[src/hw/dsrc_pkg.sv]
// package: constants and carrier types for the disable and restart state control
package dsrc_pkg;
	// register byte offsets
	localparam logic [7:0] DSRC_OFF_CFG     = 8'h00;
	localparam logic [7:0] DSRC_OFF_DELAY   = 8'h04;
	localparam logic [7:0] DSRC_OFF_CMD     = 8'h08;
	localparam logic [7:0] DSRC_OFF_STATUS  = 8'h0C;
	localparam logic [7:0] DSRC_OFF_LIMIT   = 8'h10;
	localparam logic [7:0] DSRC_OFF_IRCMD   = 8'h14;
	// config field positions
	localparam int DSRC_CFG_OVERWRITE   = 0;
	localparam int DSRC_CFG_BLV_DIS_USE = 1;
	localparam int DSRC_CFG_BLV_POL     = 2;
	localparam int DSRC_CFG_BLV_BUS_LO  = 3;
	localparam int DSRC_CFG_BLV_PROG    = 5;
	localparam int DSRC_CFG_IR_EN       = 6;
	localparam int DSRC_CFG_IR_DIS_USE  = 7;
	localparam int DSRC_CFG_IR_POL      = 8;
	localparam int DSRC_CFG_IR_BUS_LO   = 9;
	localparam int DSRC_CFG_IR_PROG     = 11;
	localparam int DSRC_CFG_BTN_ON      = 12;
	localparam int DSRC_CFG_BTN_AUTO    = 13;
	localparam int DSRC_CFG_BTN_OFF     = 14;
	localparam int DSRC_CFG_BTN_TEST    = 15;
	localparam int DSRC_CFG_W           = 16;
	localparam logic [15:0] DSRC_CFG_RST = 16'h0000;
	// command register bits (write one to act; DSRC_CMD_BLV_VAL and DSRC_CMD_IR_VAL carry the telegram value)
	localparam int DSRC_CMD_DOWNLOAD = 0;
	localparam int DSRC_CMD_BUS_FAIL = 1;
	localparam int DSRC_CMD_BUS_RET  = 2;
	localparam int DSRC_CMD_BLV_TEL  = 3;
	localparam int DSRC_CMD_BLV_VAL  = 4;
	localparam int DSRC_CMD_IR_TEL   = 5;
	localparam int DSRC_CMD_IR_VAL   = 6;
	localparam int DSRC_CMD_PRESET   = 7;
	localparam int DSRC_CMD_TEACH    = 8;
	localparam int DSRC_CMD_TEACH_IN = 9;
	// delay fields
	localparam int DSRC_DLY_SEC_LSB = 0;
	localparam int DSRC_DLY_MIN_LSB = 8;
	localparam logic [5:0] DSRC_DLY_MAX = 6'h3B;
	// timing
	localparam int DSRC_CLK_HZ      = 20000000;
	localparam int DSRC_SEC_CYC     = DSRC_CLK_HZ;
	localparam int DSRC_SEC_PER_MIN = 60;
	localparam int DSRC_FLASH_MS    = 100;
	localparam int DSRC_FLASH_CYC   = DSRC_CLK_HZ / 1000 * DSRC_FLASH_MS;
	localparam logic [31:0] DSRC_ERR_DATA = 32'h0000_0000;

	// bus-return disable settings
	typedef enum logic [1:0] {
		DSRC_RET_OFF  = 2'h0,
		DSRC_RET_ON   = 2'h1,
		DSRC_RET_PREV = 2'h2
	} dsrc_ret_t;

	// ir command code: one-hot buttons
	typedef struct packed {
		logic test;
		logic off;
		logic auto_mode;
		logic on;
	} dsrc_ir_t;

	// apb request carrier
	typedef struct packed {
		logic        psel;
		logic        penable;
		logic        pwrite;
		logic [7:0]  paddr;
		logic [31:0] pwdata;
	} dsrc_apb_req_t;

	// outputs toward the rest of the device
	typedef struct packed {
		logic       blv_eval_en;
		logic       blv_use_cfg;
		logic [15:0] blv_limit;
		logic       fb1_on;
		logic       fb1_auto;
		logic       fb1_off;
		logic       walk_test;
		logic       led_blue;
		logic       fb_send_en;
	} dsrc_ctl_t;

	typedef enum logic [2:0] {
		DSRC_ST_RUN  = 3'b001,
		DSRC_ST_DOWN = 3'b010,
		DSRC_ST_WAIT = 3'b100
	} dsrc_state_t;
endpackage

[src/hw/dsrc_top.sv]
// disable and restart state control for limit evaluation, ir remote and feedback sends
//
// Chosen here: the address map and the APB slave port.
`timescale 1ns/1ps
module dsrc_top
	import dsrc_pkg::*;
#(
	parameter int SEC_CYC   = DSRC_SEC_CYC,
	parameter int FLASH_CYC = DSRC_FLASH_CYC
) (
	input  wire logic                pclk,
	input  wire logic                presetn,
	input  wire logic                clk_en,
	input  wire dsrc_pkg::dsrc_apb_req_t apb_req,
	output logic                     pready,
	output logic                     pslverr,
	output logic [31:0]              prdata,
	output dsrc_pkg::dsrc_ctl_t      ctl
);
	import dsrc_pkg::*;

	initial begin
		if (SEC_CYC < 1 || FLASH_CYC < 1) begin
			$error("dsrc_top: cycle counts must be at least one");
		end
	end

	typedef struct packed {
		logic [15:0] cfg;
		logic [5:0]  dly_min;
		logic [5:0]  dly_sec;
		logic [15:0] cfg_limit;
		logic [15:0] ext_limit;
		logic        ext_valid;
		logic        blv_dis;
		logic        ir_dis;
		logic        blv_dis_saved;
		logic        ir_dis_saved;
		logic        fb1_on;
		logic        fb1_auto;
		logic        fb1_off;
		logic        walk_test;
		logic [31:0] flash_cnt;
		logic        led;
		logic [31:0] sec_cnt;
		logic [12:0] dly_left;
		dsrc_state_t st;
		logic        pready;
		logic        pslverr;
		logic [31:0] prdata;
		logic [3:0]  ir_acc;
	} dsrc_reg_t;

	dsrc_reg_t s_r;
	dsrc_reg_t s_nxt;

	logic        wr_acc;
	logic        wr_do;
	logic        rd_acc;
	logic [31:0] wd;
	logic        cmd;
	logic [15:0] eff_limit;
	dsrc_ir_t    irc;
	logic        ir_ok;

	assign wr_acc = apb_req.psel && !apb_req.penable && apb_req.pwrite;
	assign rd_acc = apb_req.psel && !apb_req.penable && !apb_req.pwrite;
	// writes land at the edge where the master sees ready, never in setup
	assign wr_do  = apb_req.psel && apb_req.penable && apb_req.pwrite && s_r.pready;
	assign wd     = apb_req.pwdata;
	assign cmd    = wr_do && apb_req.paddr == DSRC_OFF_CMD;
	// external value wins once preset or teach has taken one, until teach-in or a download with overwrite clears it
	assign eff_limit = s_r.ext_valid ? s_r.ext_limit : s_r.cfg_limit;
	assign irc       = dsrc_ir_t'(wd[3:0]);
	assign ir_ok     = s_r.cfg[DSRC_CFG_IR_EN] && !s_r.ir_dis;

	always_comb begin
		s_nxt = s_r;
		// no wait state: answer in the first access phase cycle after setup
		s_nxt.pready  = apb_req.psel && !apb_req.penable;
		s_nxt.pslverr = 1'b0;
		if (rd_acc) begin
			unique case (apb_req.paddr)
				DSRC_OFF_CFG:    s_nxt.prdata = {16'h0000, s_r.cfg};
				DSRC_OFF_DELAY:  s_nxt.prdata = {18'h00000, s_r.dly_min, 2'h0, s_r.dly_sec};
				DSRC_OFF_STATUS: s_nxt.prdata = {21'h000000, s_r.st, s_r.led, s_r.walk_test,
						s_r.fb1_off, s_r.fb1_auto, s_r.fb1_on, s_r.ir_dis, s_r.blv_dis, s_r.ext_valid};
				DSRC_OFF_LIMIT:  s_nxt.prdata = {eff_limit, s_r.cfg_limit};
				DSRC_OFF_CMD,
				DSRC_OFF_IRCMD:  s_nxt.prdata = DSRC_ERR_DATA;
				default: begin
					s_nxt.prdata  = DSRC_ERR_DATA;
					s_nxt.pslverr = 1'b1;
				end
			endcase
		end
		if (wr_acc) begin
			unique case (apb_req.paddr)
				DSRC_OFF_CFG,
				DSRC_OFF_DELAY,
				DSRC_OFF_LIMIT,
				DSRC_OFF_CMD,
				DSRC_OFF_IRCMD,
				DSRC_OFF_STATUS: s_nxt.pslverr = 1'b0;
				default: s_nxt.pslverr = 1'b1;
			endcase
		end
		if (wr_do) begin
			unique case (apb_req.paddr)
				DSRC_OFF_CFG: s_nxt.cfg = wd[15:0];
				DSRC_OFF_DELAY: begin
					// out of range values clamp to 59
					s_nxt.dly_sec = (wd[5:0] > DSRC_DLY_MAX) ? DSRC_DLY_MAX : wd[5:0];
					s_nxt.dly_min = (wd[13:8] > DSRC_DLY_MAX) ? DSRC_DLY_MAX : wd[13:8];
				end
				DSRC_OFF_LIMIT: s_nxt.cfg_limit = wd[15:0];
				default: begin
				end
			endcase
		end

		// limit and ir disable telegrams: polarity selectable, feature optional
		if (cmd && wd[DSRC_CMD_BLV_TEL] && s_r.cfg[DSRC_CFG_BLV_DIS_USE]) begin
			s_nxt.blv_dis = wd[DSRC_CMD_BLV_VAL] ^ s_r.cfg[DSRC_CFG_BLV_POL];
		end
		if (cmd && wd[DSRC_CMD_IR_TEL] && s_r.cfg[DSRC_CFG_IR_DIS_USE]) begin
			s_nxt.ir_dis = wd[DSRC_CMD_IR_VAL] ^ s_r.cfg[DSRC_CFG_IR_POL];
		end

		// preset and teach ignore the disable state
		if (cmd && wd[DSRC_CMD_PRESET]) begin
			s_nxt.ext_limit = wd[31:16];
			s_nxt.ext_valid = 1'b1;
		end
		if (cmd && wd[DSRC_CMD_TEACH]) begin
			s_nxt.ext_limit = wd[31:16];
			s_nxt.ext_valid = 1'b1;
		end
		if (cmd && wd[DSRC_CMD_TEACH_IN]) begin
			s_nxt.ext_valid = 1'b0;
		end

		// bus failure: save disable states, external limit untouched
		if (cmd && wd[DSRC_CMD_BUS_FAIL]) begin
			s_nxt.blv_dis_saved = s_r.blv_dis;
			s_nxt.ir_dis_saved  = s_r.ir_dis;
			s_nxt.st            = DSRC_ST_DOWN;
		end

		// bus return
		if (cmd && wd[DSRC_CMD_BUS_RET]) begin
			unique case (dsrc_ret_t'(s_r.cfg[DSRC_CFG_BLV_BUS_LO +: 2]))
				DSRC_RET_OFF:  s_nxt.blv_dis = 1'b0;
				DSRC_RET_ON:   s_nxt.blv_dis = 1'b1;
				DSRC_RET_PREV: s_nxt.blv_dis = s_r.blv_dis_saved;
				default:       s_nxt.blv_dis = 1'b0;
			endcase
			unique case (dsrc_ret_t'(s_r.cfg[DSRC_CFG_IR_BUS_LO +: 2]))
				DSRC_RET_OFF:  s_nxt.ir_dis = 1'b0;
				DSRC_RET_ON:   s_nxt.ir_dis = 1'b1;
				DSRC_RET_PREV: s_nxt.ir_dis = s_r.ir_dis_saved;
				default:       s_nxt.ir_dis = 1'b0;
			endcase
			if (!s_r.cfg[DSRC_CFG_BLV_DIS_USE]) begin
				s_nxt.blv_dis = 1'b0;
			end
			if (!s_r.cfg[DSRC_CFG_IR_DIS_USE]) begin
				s_nxt.ir_dis = 1'b0;
			end
			// delay in seconds; only the automatic feedback sends wait on it
			s_nxt.dly_left = 13'(s_r.dly_min * DSRC_SEC_PER_MIN) + 13'(s_r.dly_sec);
			s_nxt.sec_cnt  = 32'h0000_0000;
			s_nxt.st       = (s_nxt.dly_left == 13'h0000) ? DSRC_ST_RUN : DSRC_ST_WAIT;
		end

		// download wins over a return in the same write
		if (cmd && wd[DSRC_CMD_DOWNLOAD]) begin
			if (s_r.cfg[DSRC_CFG_OVERWRITE]) begin
				s_nxt.ext_valid = 1'b0;
			end
			// without overwrite the external value simply stays
			s_nxt.blv_dis = s_r.cfg[DSRC_CFG_BLV_DIS_USE] && s_r.cfg[DSRC_CFG_BLV_PROG];
			s_nxt.ir_dis  = s_r.cfg[DSRC_CFG_IR_DIS_USE] && s_r.cfg[DSRC_CFG_IR_PROG];
			s_nxt.st       = DSRC_ST_RUN;
			s_nxt.dly_left = 13'h0000;
		end

		// return delay countdown in whole seconds
		if (s_r.st == DSRC_ST_WAIT) begin
			if (s_r.sec_cnt >= 32'(SEC_CYC - 1)) begin
				s_nxt.sec_cnt  = 32'h0000_0000;
				s_nxt.dly_left = s_r.dly_left - 13'h0001;
				if (s_r.dly_left == 13'h0001) begin
					s_nxt.st = DSRC_ST_RUN;
				end
			end else begin
				s_nxt.sec_cnt = s_r.sec_cnt + 32'h0000_0001;
			end
		end

		// infrared commands, function block one only
		s_nxt.ir_acc = 4'h0;
		if (wr_do && apb_req.paddr == DSRC_OFF_IRCMD && ir_ok) begin
			if (irc.on && s_r.cfg[DSRC_CFG_BTN_ON]) begin
				s_nxt.fb1_on   = 1'b1;
				s_nxt.fb1_auto = 1'b0;
				s_nxt.fb1_off  = 1'b0;
				s_nxt.ir_acc[0] = 1'b1;
			end else if (irc.auto_mode && s_r.cfg[DSRC_CFG_BTN_AUTO]) begin
				s_nxt.fb1_on   = 1'b0;
				s_nxt.fb1_auto = 1'b1;
				s_nxt.fb1_off  = 1'b0;
				s_nxt.ir_acc[1] = 1'b1;
			end else if (irc.off && s_r.cfg[DSRC_CFG_BTN_OFF]) begin
				s_nxt.fb1_on   = 1'b0;
				s_nxt.fb1_auto = 1'b0;
				s_nxt.fb1_off  = 1'b1;
				s_nxt.ir_acc[2] = 1'b1;
			end else if (irc.test && s_r.cfg[DSRC_CFG_BTN_TEST]) begin
				s_nxt.walk_test = !s_r.walk_test;
				s_nxt.ir_acc[3] = 1'b1;
			end
		end
		// led flash restarts on every accepted command
		if (|s_nxt.ir_acc) begin
			s_nxt.led       = 1'b1;
			s_nxt.flash_cnt = 32'(FLASH_CYC - 1);
		end else if (s_r.led) begin
			if (s_r.flash_cnt == 32'h0000_0000) begin
				s_nxt.led = 1'b0;
			end else begin
				s_nxt.flash_cnt = s_r.flash_cnt - 32'h0000_0001;
			end
		end
	end

	always_ff @(posedge pclk or negedge presetn) begin
		if (!presetn) begin
			s_r        <= '0;
			s_r.cfg    <= DSRC_CFG_RST;
			s_r.st     <= DSRC_ST_RUN;
			s_r.prdata <= DSRC_ERR_DATA;
		end else if (clk_en) begin
			s_r <= s_nxt;
		end
	end

	logic [15:0] ctl_limit_r;
	logic        ctl_eval_r;
	logic        ctl_send_r;
	logic        ctl_use_r;
	always_ff @(posedge pclk or negedge presetn) begin
		if (!presetn) begin
			ctl_limit_r <= 16'h0000;
			ctl_eval_r  <= 1'b0;
			ctl_send_r  <= 1'b0;
			ctl_use_r   <= 1'b1;
		end else if (clk_en) begin
			ctl_use_r   <= !s_nxt.ext_valid;
			ctl_limit_r <= s_nxt.ext_valid ? s_nxt.ext_limit : s_nxt.cfg_limit;
			ctl_eval_r  <= !s_nxt.blv_dis && s_nxt.st != DSRC_ST_DOWN;
			ctl_send_r  <= s_nxt.st == DSRC_ST_RUN;
		end
	end

	assign pready  = s_r.pready;
	assign pslverr = s_r.pslverr;
	assign prdata  = s_r.prdata;
	assign ctl.blv_eval_en = ctl_eval_r;
	assign ctl.blv_use_cfg = ctl_use_r;
	assign ctl.blv_limit   = ctl_limit_r;
	assign ctl.fb1_on      = s_r.fb1_on;
	assign ctl.fb1_auto    = s_r.fb1_auto;
	assign ctl.fb1_off     = s_r.fb1_off;
	assign ctl.walk_test   = s_r.walk_test;
	assign ctl.led_blue    = s_r.led;
	assign ctl.fb_send_en  = ctl_send_r;
endmodule // dsrc_top

[config.mk]
export PLATFORM = sky130hd
export DESIGN_NAME = dsrc_top
export DESIGN_NICKNAME = d
export VERILOG_FILES = /design/src/hw/dsrc_pkg.sv /design/src/hw/dsrc_top.sv
export SDC_FILE = /design/constraint.sdc
export NUM_CORES = 1
export LEC_CHECK = 0
export ABC_AREA = 1
export CAP_MARGIN = 20
export CORE_ASPECT_RATIO = 1.75
export CORE_MARGIN = 2
export CORE_UTILIZATION = 50
export DETAILED_ROUTE_END_ITERATION = 8
export DONT_BUFFER_PORTS = 1
export GPL_TIMING_DRIVEN = 0
export PLACE_DENSITY_LB_ADDON = 0.15
export SYNTH_ARGS = -nofsm -noshare
export SYNTH_HDL_FRONTEND = slang
export SYNTH_SLANG_ARGS = --single-unit
[constraint.sdc]
create_clock -name pclk -period 5 [get_ports pclk]
set_clock_uncertainty 0.1 [all_clocks]
set_input_delay 0.25 -clock pclk [delete_from_list [all_inputs] [get_ports pclk]]
set_output_delay 0.25 -clock pclk [all_outputs]
set_load 0.005 [all_outputs]
---- Word-level counts from Yosys, hierarchy flattened ----
Cells that the tools add are included.
word-level totals
  output and inout port bits .............. 58
  bits of input ports ..................... 46
  word-level logic and storage cells ...... 149
  flip-flop bits (word level) ............. 203
cells by class
  bitwise gates (word level) .............. 5
  reduce and logical (&&, ||, !) cells .... 51
  equality and inequality tests ........... 14
  multipliers ............................. 1
  muxes and demuxes ....................... 45
  $lt $le $gt $ge ......................... 3
  add/sub/neg operators ................... 4
operator list
  operator                                                                  number
  32-bit case mux with 4 select lines                                       1
  33-bit 2-to-1 mux                                                         3
  16-bit 2-to-1 mux                                                         6
  48-bit 2-to-1 mux                                                         2
  32-bit 2-to-1 mux                                                         2
  17-bit 2-to-1 mux                                                         2
  32-bit by 1-bit adder with 32-bit output (second input constant)          1
  32-bit by 25-bit >= comparator with 1-bit output (second input constant)  1
  32-bit zero test                                                          1
  32-bit by 1-bit subtractor with 32-bit output (second input constant)     1
  1-bit logical AND                                                         27
  3-bit 2-to-1 mux                                                          8
  8-bit by 4-bit == test with 1-bit output (second input constant)          2
  8-bit by 5-bit == test with 1-bit output (second input constant)          2
  1-bit 2-to-1 mux                                                          14
  12-bit by 6-bit adder with 13-bit output                                  1
  13-bit by 1-bit == test with 1-bit output (second input constant)         1
  13-bit zero test                                                          1
  13-bit by 1-bit subtractor with 13-bit output (second input constant)     1
  6-bit > comparator (second input constant)                                2
  6-bit 2-to-1 mux                                                          2
  3-bit AND reduction                                                       4
  6-bit by 4-bit multiplier with 10-bit output (second input constant)      1
  8-bit by 3-bit == test with 1-bit output (second input constant)          1
  other kinds (19)                                                          36

---- Longest topological paths before layout ----
  depth in word-level cells ............... 13
  mapped depth ............................ 21
  mapped depth without buffers ............ 20

---- Worst setup path before layout ----
Ideal clock, no wire load.
  path type ............................... register to register
  start ................................... register s_r[166] (netlist bit)
  end ..................................... register ctl_send_r
  path slack .............................. 1.403 ns
  library setup time ...................... 0.117 ns
  data required time ...................... 4.783 ns
  path buffers ............................ 0
  period minus slack after synthesis ...... 3.597 ns
  arrival ................................. 3.380 ns
  cell stages (with the launch flop) ...... 20
  cell sequence ........................... dfrtp_1 -> fa_1 -> fa_1 -> inv_1 -> fa_1 -> inv_1 -> ha_1 -> nand2_1 -> nor2_1 -> nor2_1 -> nor2_1 -> nand2_1 -> nor2_1 -> nand3_1 -> nor2_1 -> nor2_1 -> nand3_1 -> nand2_1 -> nand3_1 -> nand2_1
between the ends
  cells in the longest elaborated chain, start to end .. 10
RTL lines
  element                                         RTL line         source
  start, declared                                 dsrc_top.sv:54   dsrc_reg_t s_r;
  start signal, assigned                          dsrc_top.sv:244  s_r <= s_nxt;
  6-bit by 4-bit multiplier with 10-bit output *  dsrc_top.sv:171  s_nxt.dly_left = 13'(s_r.dly_min * DSRC_SEC_PER_MIN) + 13'(s_r.dly_sec);
  12-bit by 6-bit adder with 13-bit output *      dsrc_top.sv:171
  13-bit zero test *                              dsrc_top.sv:173  s_nxt.st = (s_nxt.dly_left == 13'h0000) ? DSRC_ST_RUN : DSRC_ST_WAIT;
  3-bit 2-to-1 mux *                              dsrc_top.sv:173
  48-bit 2-to-1 mux *                             dsrc_top.sv:151  if (cmd && wd[DSRC_CMD_BUS_RET]) begin
  16-bit 2-to-1 mux *                             dsrc_top.sv:177  if (cmd && wd[DSRC_CMD_DOWNLOAD]) begin
  3-bit 2-to-1 mux                                dsrc_top.sv:193  if (s_r.dly_left == 13'h0001) begin
  16-bit 2-to-1 mux                               dsrc_top.sv:190  if (s_r.sec_cnt >= 32'(SEC_CYC - 1)) begin
  48-bit 2-to-1 mux *                             dsrc_top.sv:189  if (s_r.st == DSRC_ST_WAIT) begin
  3-bit by 1-bit == test with 1-bit output *      dsrc_top.sv:262  ctl_send_r <= s_nxt.st == DSRC_ST_RUN;
  end signal, assigned                            dsrc_top.sv:256  ctl_send_r <= 1'b0;
  end signal, assigned                            dsrc_top.sv:262
  end, declared                                   dsrc_top.sv:250  logic ctl_send_r;
Every way passes the cells marked *; elsewhere a longest branch is shown, timed or not. The select of a mux whose other input is x is not followed.
A chain may end at the register's enable or synchronous reset.

---- Final worst setup path ----
  start ................................... register s_r[166] (netlist bit)
  end ..................................... register s_r[38] (netlist bit)
between the ends
  cells in the longest elaborated chain, start to end .. 9
RTL lines
  element                                         RTL line
  6-bit by 4-bit multiplier with 10-bit output *  dsrc_top.sv:171
  12-bit by 6-bit adder with 13-bit output *      dsrc_top.sv:171
  13-bit zero test *                              dsrc_top.sv:173
  3-bit 2-to-1 mux *                              dsrc_top.sv:173
  48-bit 2-to-1 mux *                             dsrc_top.sv:151
  16-bit 2-to-1 mux *                             dsrc_top.sv:177
  3-bit 2-to-1 mux                                dsrc_top.sv:193
  16-bit 2-to-1 mux                               dsrc_top.sv:190
  48-bit 2-to-1 mux *                             dsrc_top.sv:189
Marked as above.

==> impl_metrics.ini <==
[floorplan]
die_area_um2 = 25400
fp-row-count = 75
core_area_um2 = 23800
start_util_pct = 50.5
dieWidth_um = 121
die_y_um = 209
io-pin-count = 104

[placement]
gp_congestion = 0.982
place_area_um2 = 12400
portBuffers = 0
hpwl_um = 27300
place_inst = 1843

[routing]
vias_per_cell = 5.61
dr.pass1.iters = 8
drtAntennaViolNets = 0
post-route-drc-count = 0
wl_per_cell_um = 18.8
routed_wirelength_um = 36000
vias = 10800
drtIter0Drc = 719

[cells_and_area]
fillers = 2285
drive_gt1_share_pct = 8.70
fin_util_pct = 56.7
final_area_um2 = 13500
final_cells = 1918
num_antenna_cells = 0
areaGrowthSynthToFinish_pct = 12.1
nNetsFinal = 1677

[setup_path]
cp_data_required_time_ns = 5.34
cp.arrival_ns = 4.50
startpoint_type = register
worstSetupPathType = register to register
endpoint_kind = register
path_max_fanout = 5

[cts]
clock_path_buffers = 3
cts_tree = yes
clock_latency_ns = 0.53
cts.clk_slew.worst_paths_ns = 0.06
cts_hold_buffers = 38
cts_resized = 0
cts_max_level = 1
cts_sinks = 203
cts_root_buf = clkbuf_16
post_cts_buffers = 0
numCtsBuffers = 21

[sta]
period_share_pct = 83.4
rsz0062_at_grt = false
tns_ns = 0
period_needed_ns = 4.17
slew_violations = 0
finalSetupViolCount = 0
relSlewSlack_pct = 47.6
fmax_mhz = 240
holdWs_ns = -0.670
max_slew.worst_pin.slew_ns = 0.777
hold_viol = 203

[run_status]
status = complete, but fails checks
violations = negative hold slack

[global_routing]
grt_max_degree = 204
grt.overflow.total = 0
grt_usage_pct = 28.7
grt_pass1_wl_um = 56500
grt_pass1_vias = 10900
antenna_found_initial = 0

[logic_synthesis]
yosys.area.top_type_share_pct = 41.8
yosysWarningCount = 0
synthCells = 1535
synthFlopType = dfrtp_1
async_reset_ff_share_pct = 100
syn_avg_cell_area_um2 = 7.85
netlist_area_um2 = 12000
ys_top_cells_by_area = dfrtp_1, nand2_1, o21ai_0
synth_top_cell_by_area = dfrtp_1
synth_edf_count = 0
synth-seq-cells = 203
ys_seq_area_share_pct = 42.2
ys_types = 61
yosys-top-cells-count = nand2_1, dfrtp_1, inv_1
yosysMostFrequentCell = nand2_1
syn_nets = 1616

[hold_path]
hold_path_class = primary input to async pin

[flow_run]
maxCapViolations = 0

[power_and_ir_drop]
p_leak_uw = 0.00676
p_total_uw = 4290
ir_worst_vdd_mv = 0.309
pwr_density_cell_nw_per_um2 = 318
-- worst max-delay path, stage by stage (launching register included) --
cell and delay, ns:
dfrtp_1 0.47, fa_1 0.55, fa_1 0.52, inv_1 0.06, fa_1 0.49, inv_1 0.04
ha_1 0.31, nand2_1 0.06, nor2_1 0.13, nor2_1 0.07, nor2_1 0.13, nand2_1 0.09
nor2_1 0.20, nand2_1 0.08, nand2_1 0.06, nand2_1 0.11, nor2_1 0.12, nand3_1 0.17
nand2_1 0.14, nand2_1 0.06, o21ai_0 0.09
-- final timing paths --
kind | startpoint | to | slack, ns | depth (start not counted)
min reg2reg | ctl_use_r$_DFFE_PN1P_ | ctl_use_r$_DFFE_PN1P_ | 0.38 | 2
max reg2reg | s_r[166]$_DFFE_PN0P_ | s_r[38]$_DFFE_PN1P_ | 0.83 | 20
max in group asynchronous | presetn | ctl_use_r$_DFFE_PN1P_ | 5.08 | 0
min in group pclk | apb_req[0] | s_r[144]$_DFFE_PN0P_ | 0.01 | 2
min | presetn | s_r[66]$_DFFE_PN0P_ | -0.67 | 0
max | s_r[166]$_DFFE_PN0P_ | s_r[38]$_DFFE_PN1P_ | 0.83 | 20
-- layout by cell type (no fill, tap or decap), drive strengths merged, types with 14 or more instances in the layout --
cell type	n
a21o	16
a21oi	48
a22oi	17
a31oi	14
buf	60
clkbuf	60
dfrtp	201
dlygate4sd3	38
ha	25
inv	187
nand2	336
nand3	81
nand4	30
nor2	147
nor3	22
o211ai	25
o21ai	151
o22ai	18
o31ai	19
xor2	27
-- flip-flops by register name (all words and copies together) (netlist names) --
register and count:
ctl_limit_r 16, prdata 32, ctl 5, s_r 145, ctl_use_r 1, pslverr 1
ctl_eval_r 1, ctl_send_r 1, pready 1
-- cell families after synthesis --
group / synth area share (%)
fa+ha+maj: 4.26
flops: 42.2
xor+xnor: 2.69
buf+inv: 10.6
mux: 0.364
simple gates: 23.4
compound gates: 16.5
-- area by class of cell --
class	instances	area [um^2]	share of cell area [%]
multi-input combinational	1048	5690	42.1
sequential	203	5080	37.6
inverter	190	721	5.34
clock buffer	26	574	4.25
buffer	94	557	4.12
tap	308	385	2.85
timing repair buffer	38	380	2.82
clock inverter	11	120	0.889
-- through the flow --
stage	hold WS, ns	setup slack, ns
after floorplan	-0.146	1.40
after global placement	-0.137	0.907
after detailed placement	-0.137	0.861
after CTS	-0.683	0.842
after global routing	-0.689	0.528
final	-0.670	0.831
-- report_power, final --
part / total, uW / switching (uW) / internal (uW)
clock: 1610 / 690 / 924
combinational: 744 / 480 / 264
sequential: 1930 / 136 / 1790
total: 4290 / 1310 / 2980
-- metal layers --
layer	routed length (um)	GRT usage, %
met1	12700	29.8
met4	2880	20.1
met5	0	0
met2	18800	52.0
met3	1640	3.94
Power figures use the tool's default switching activity.
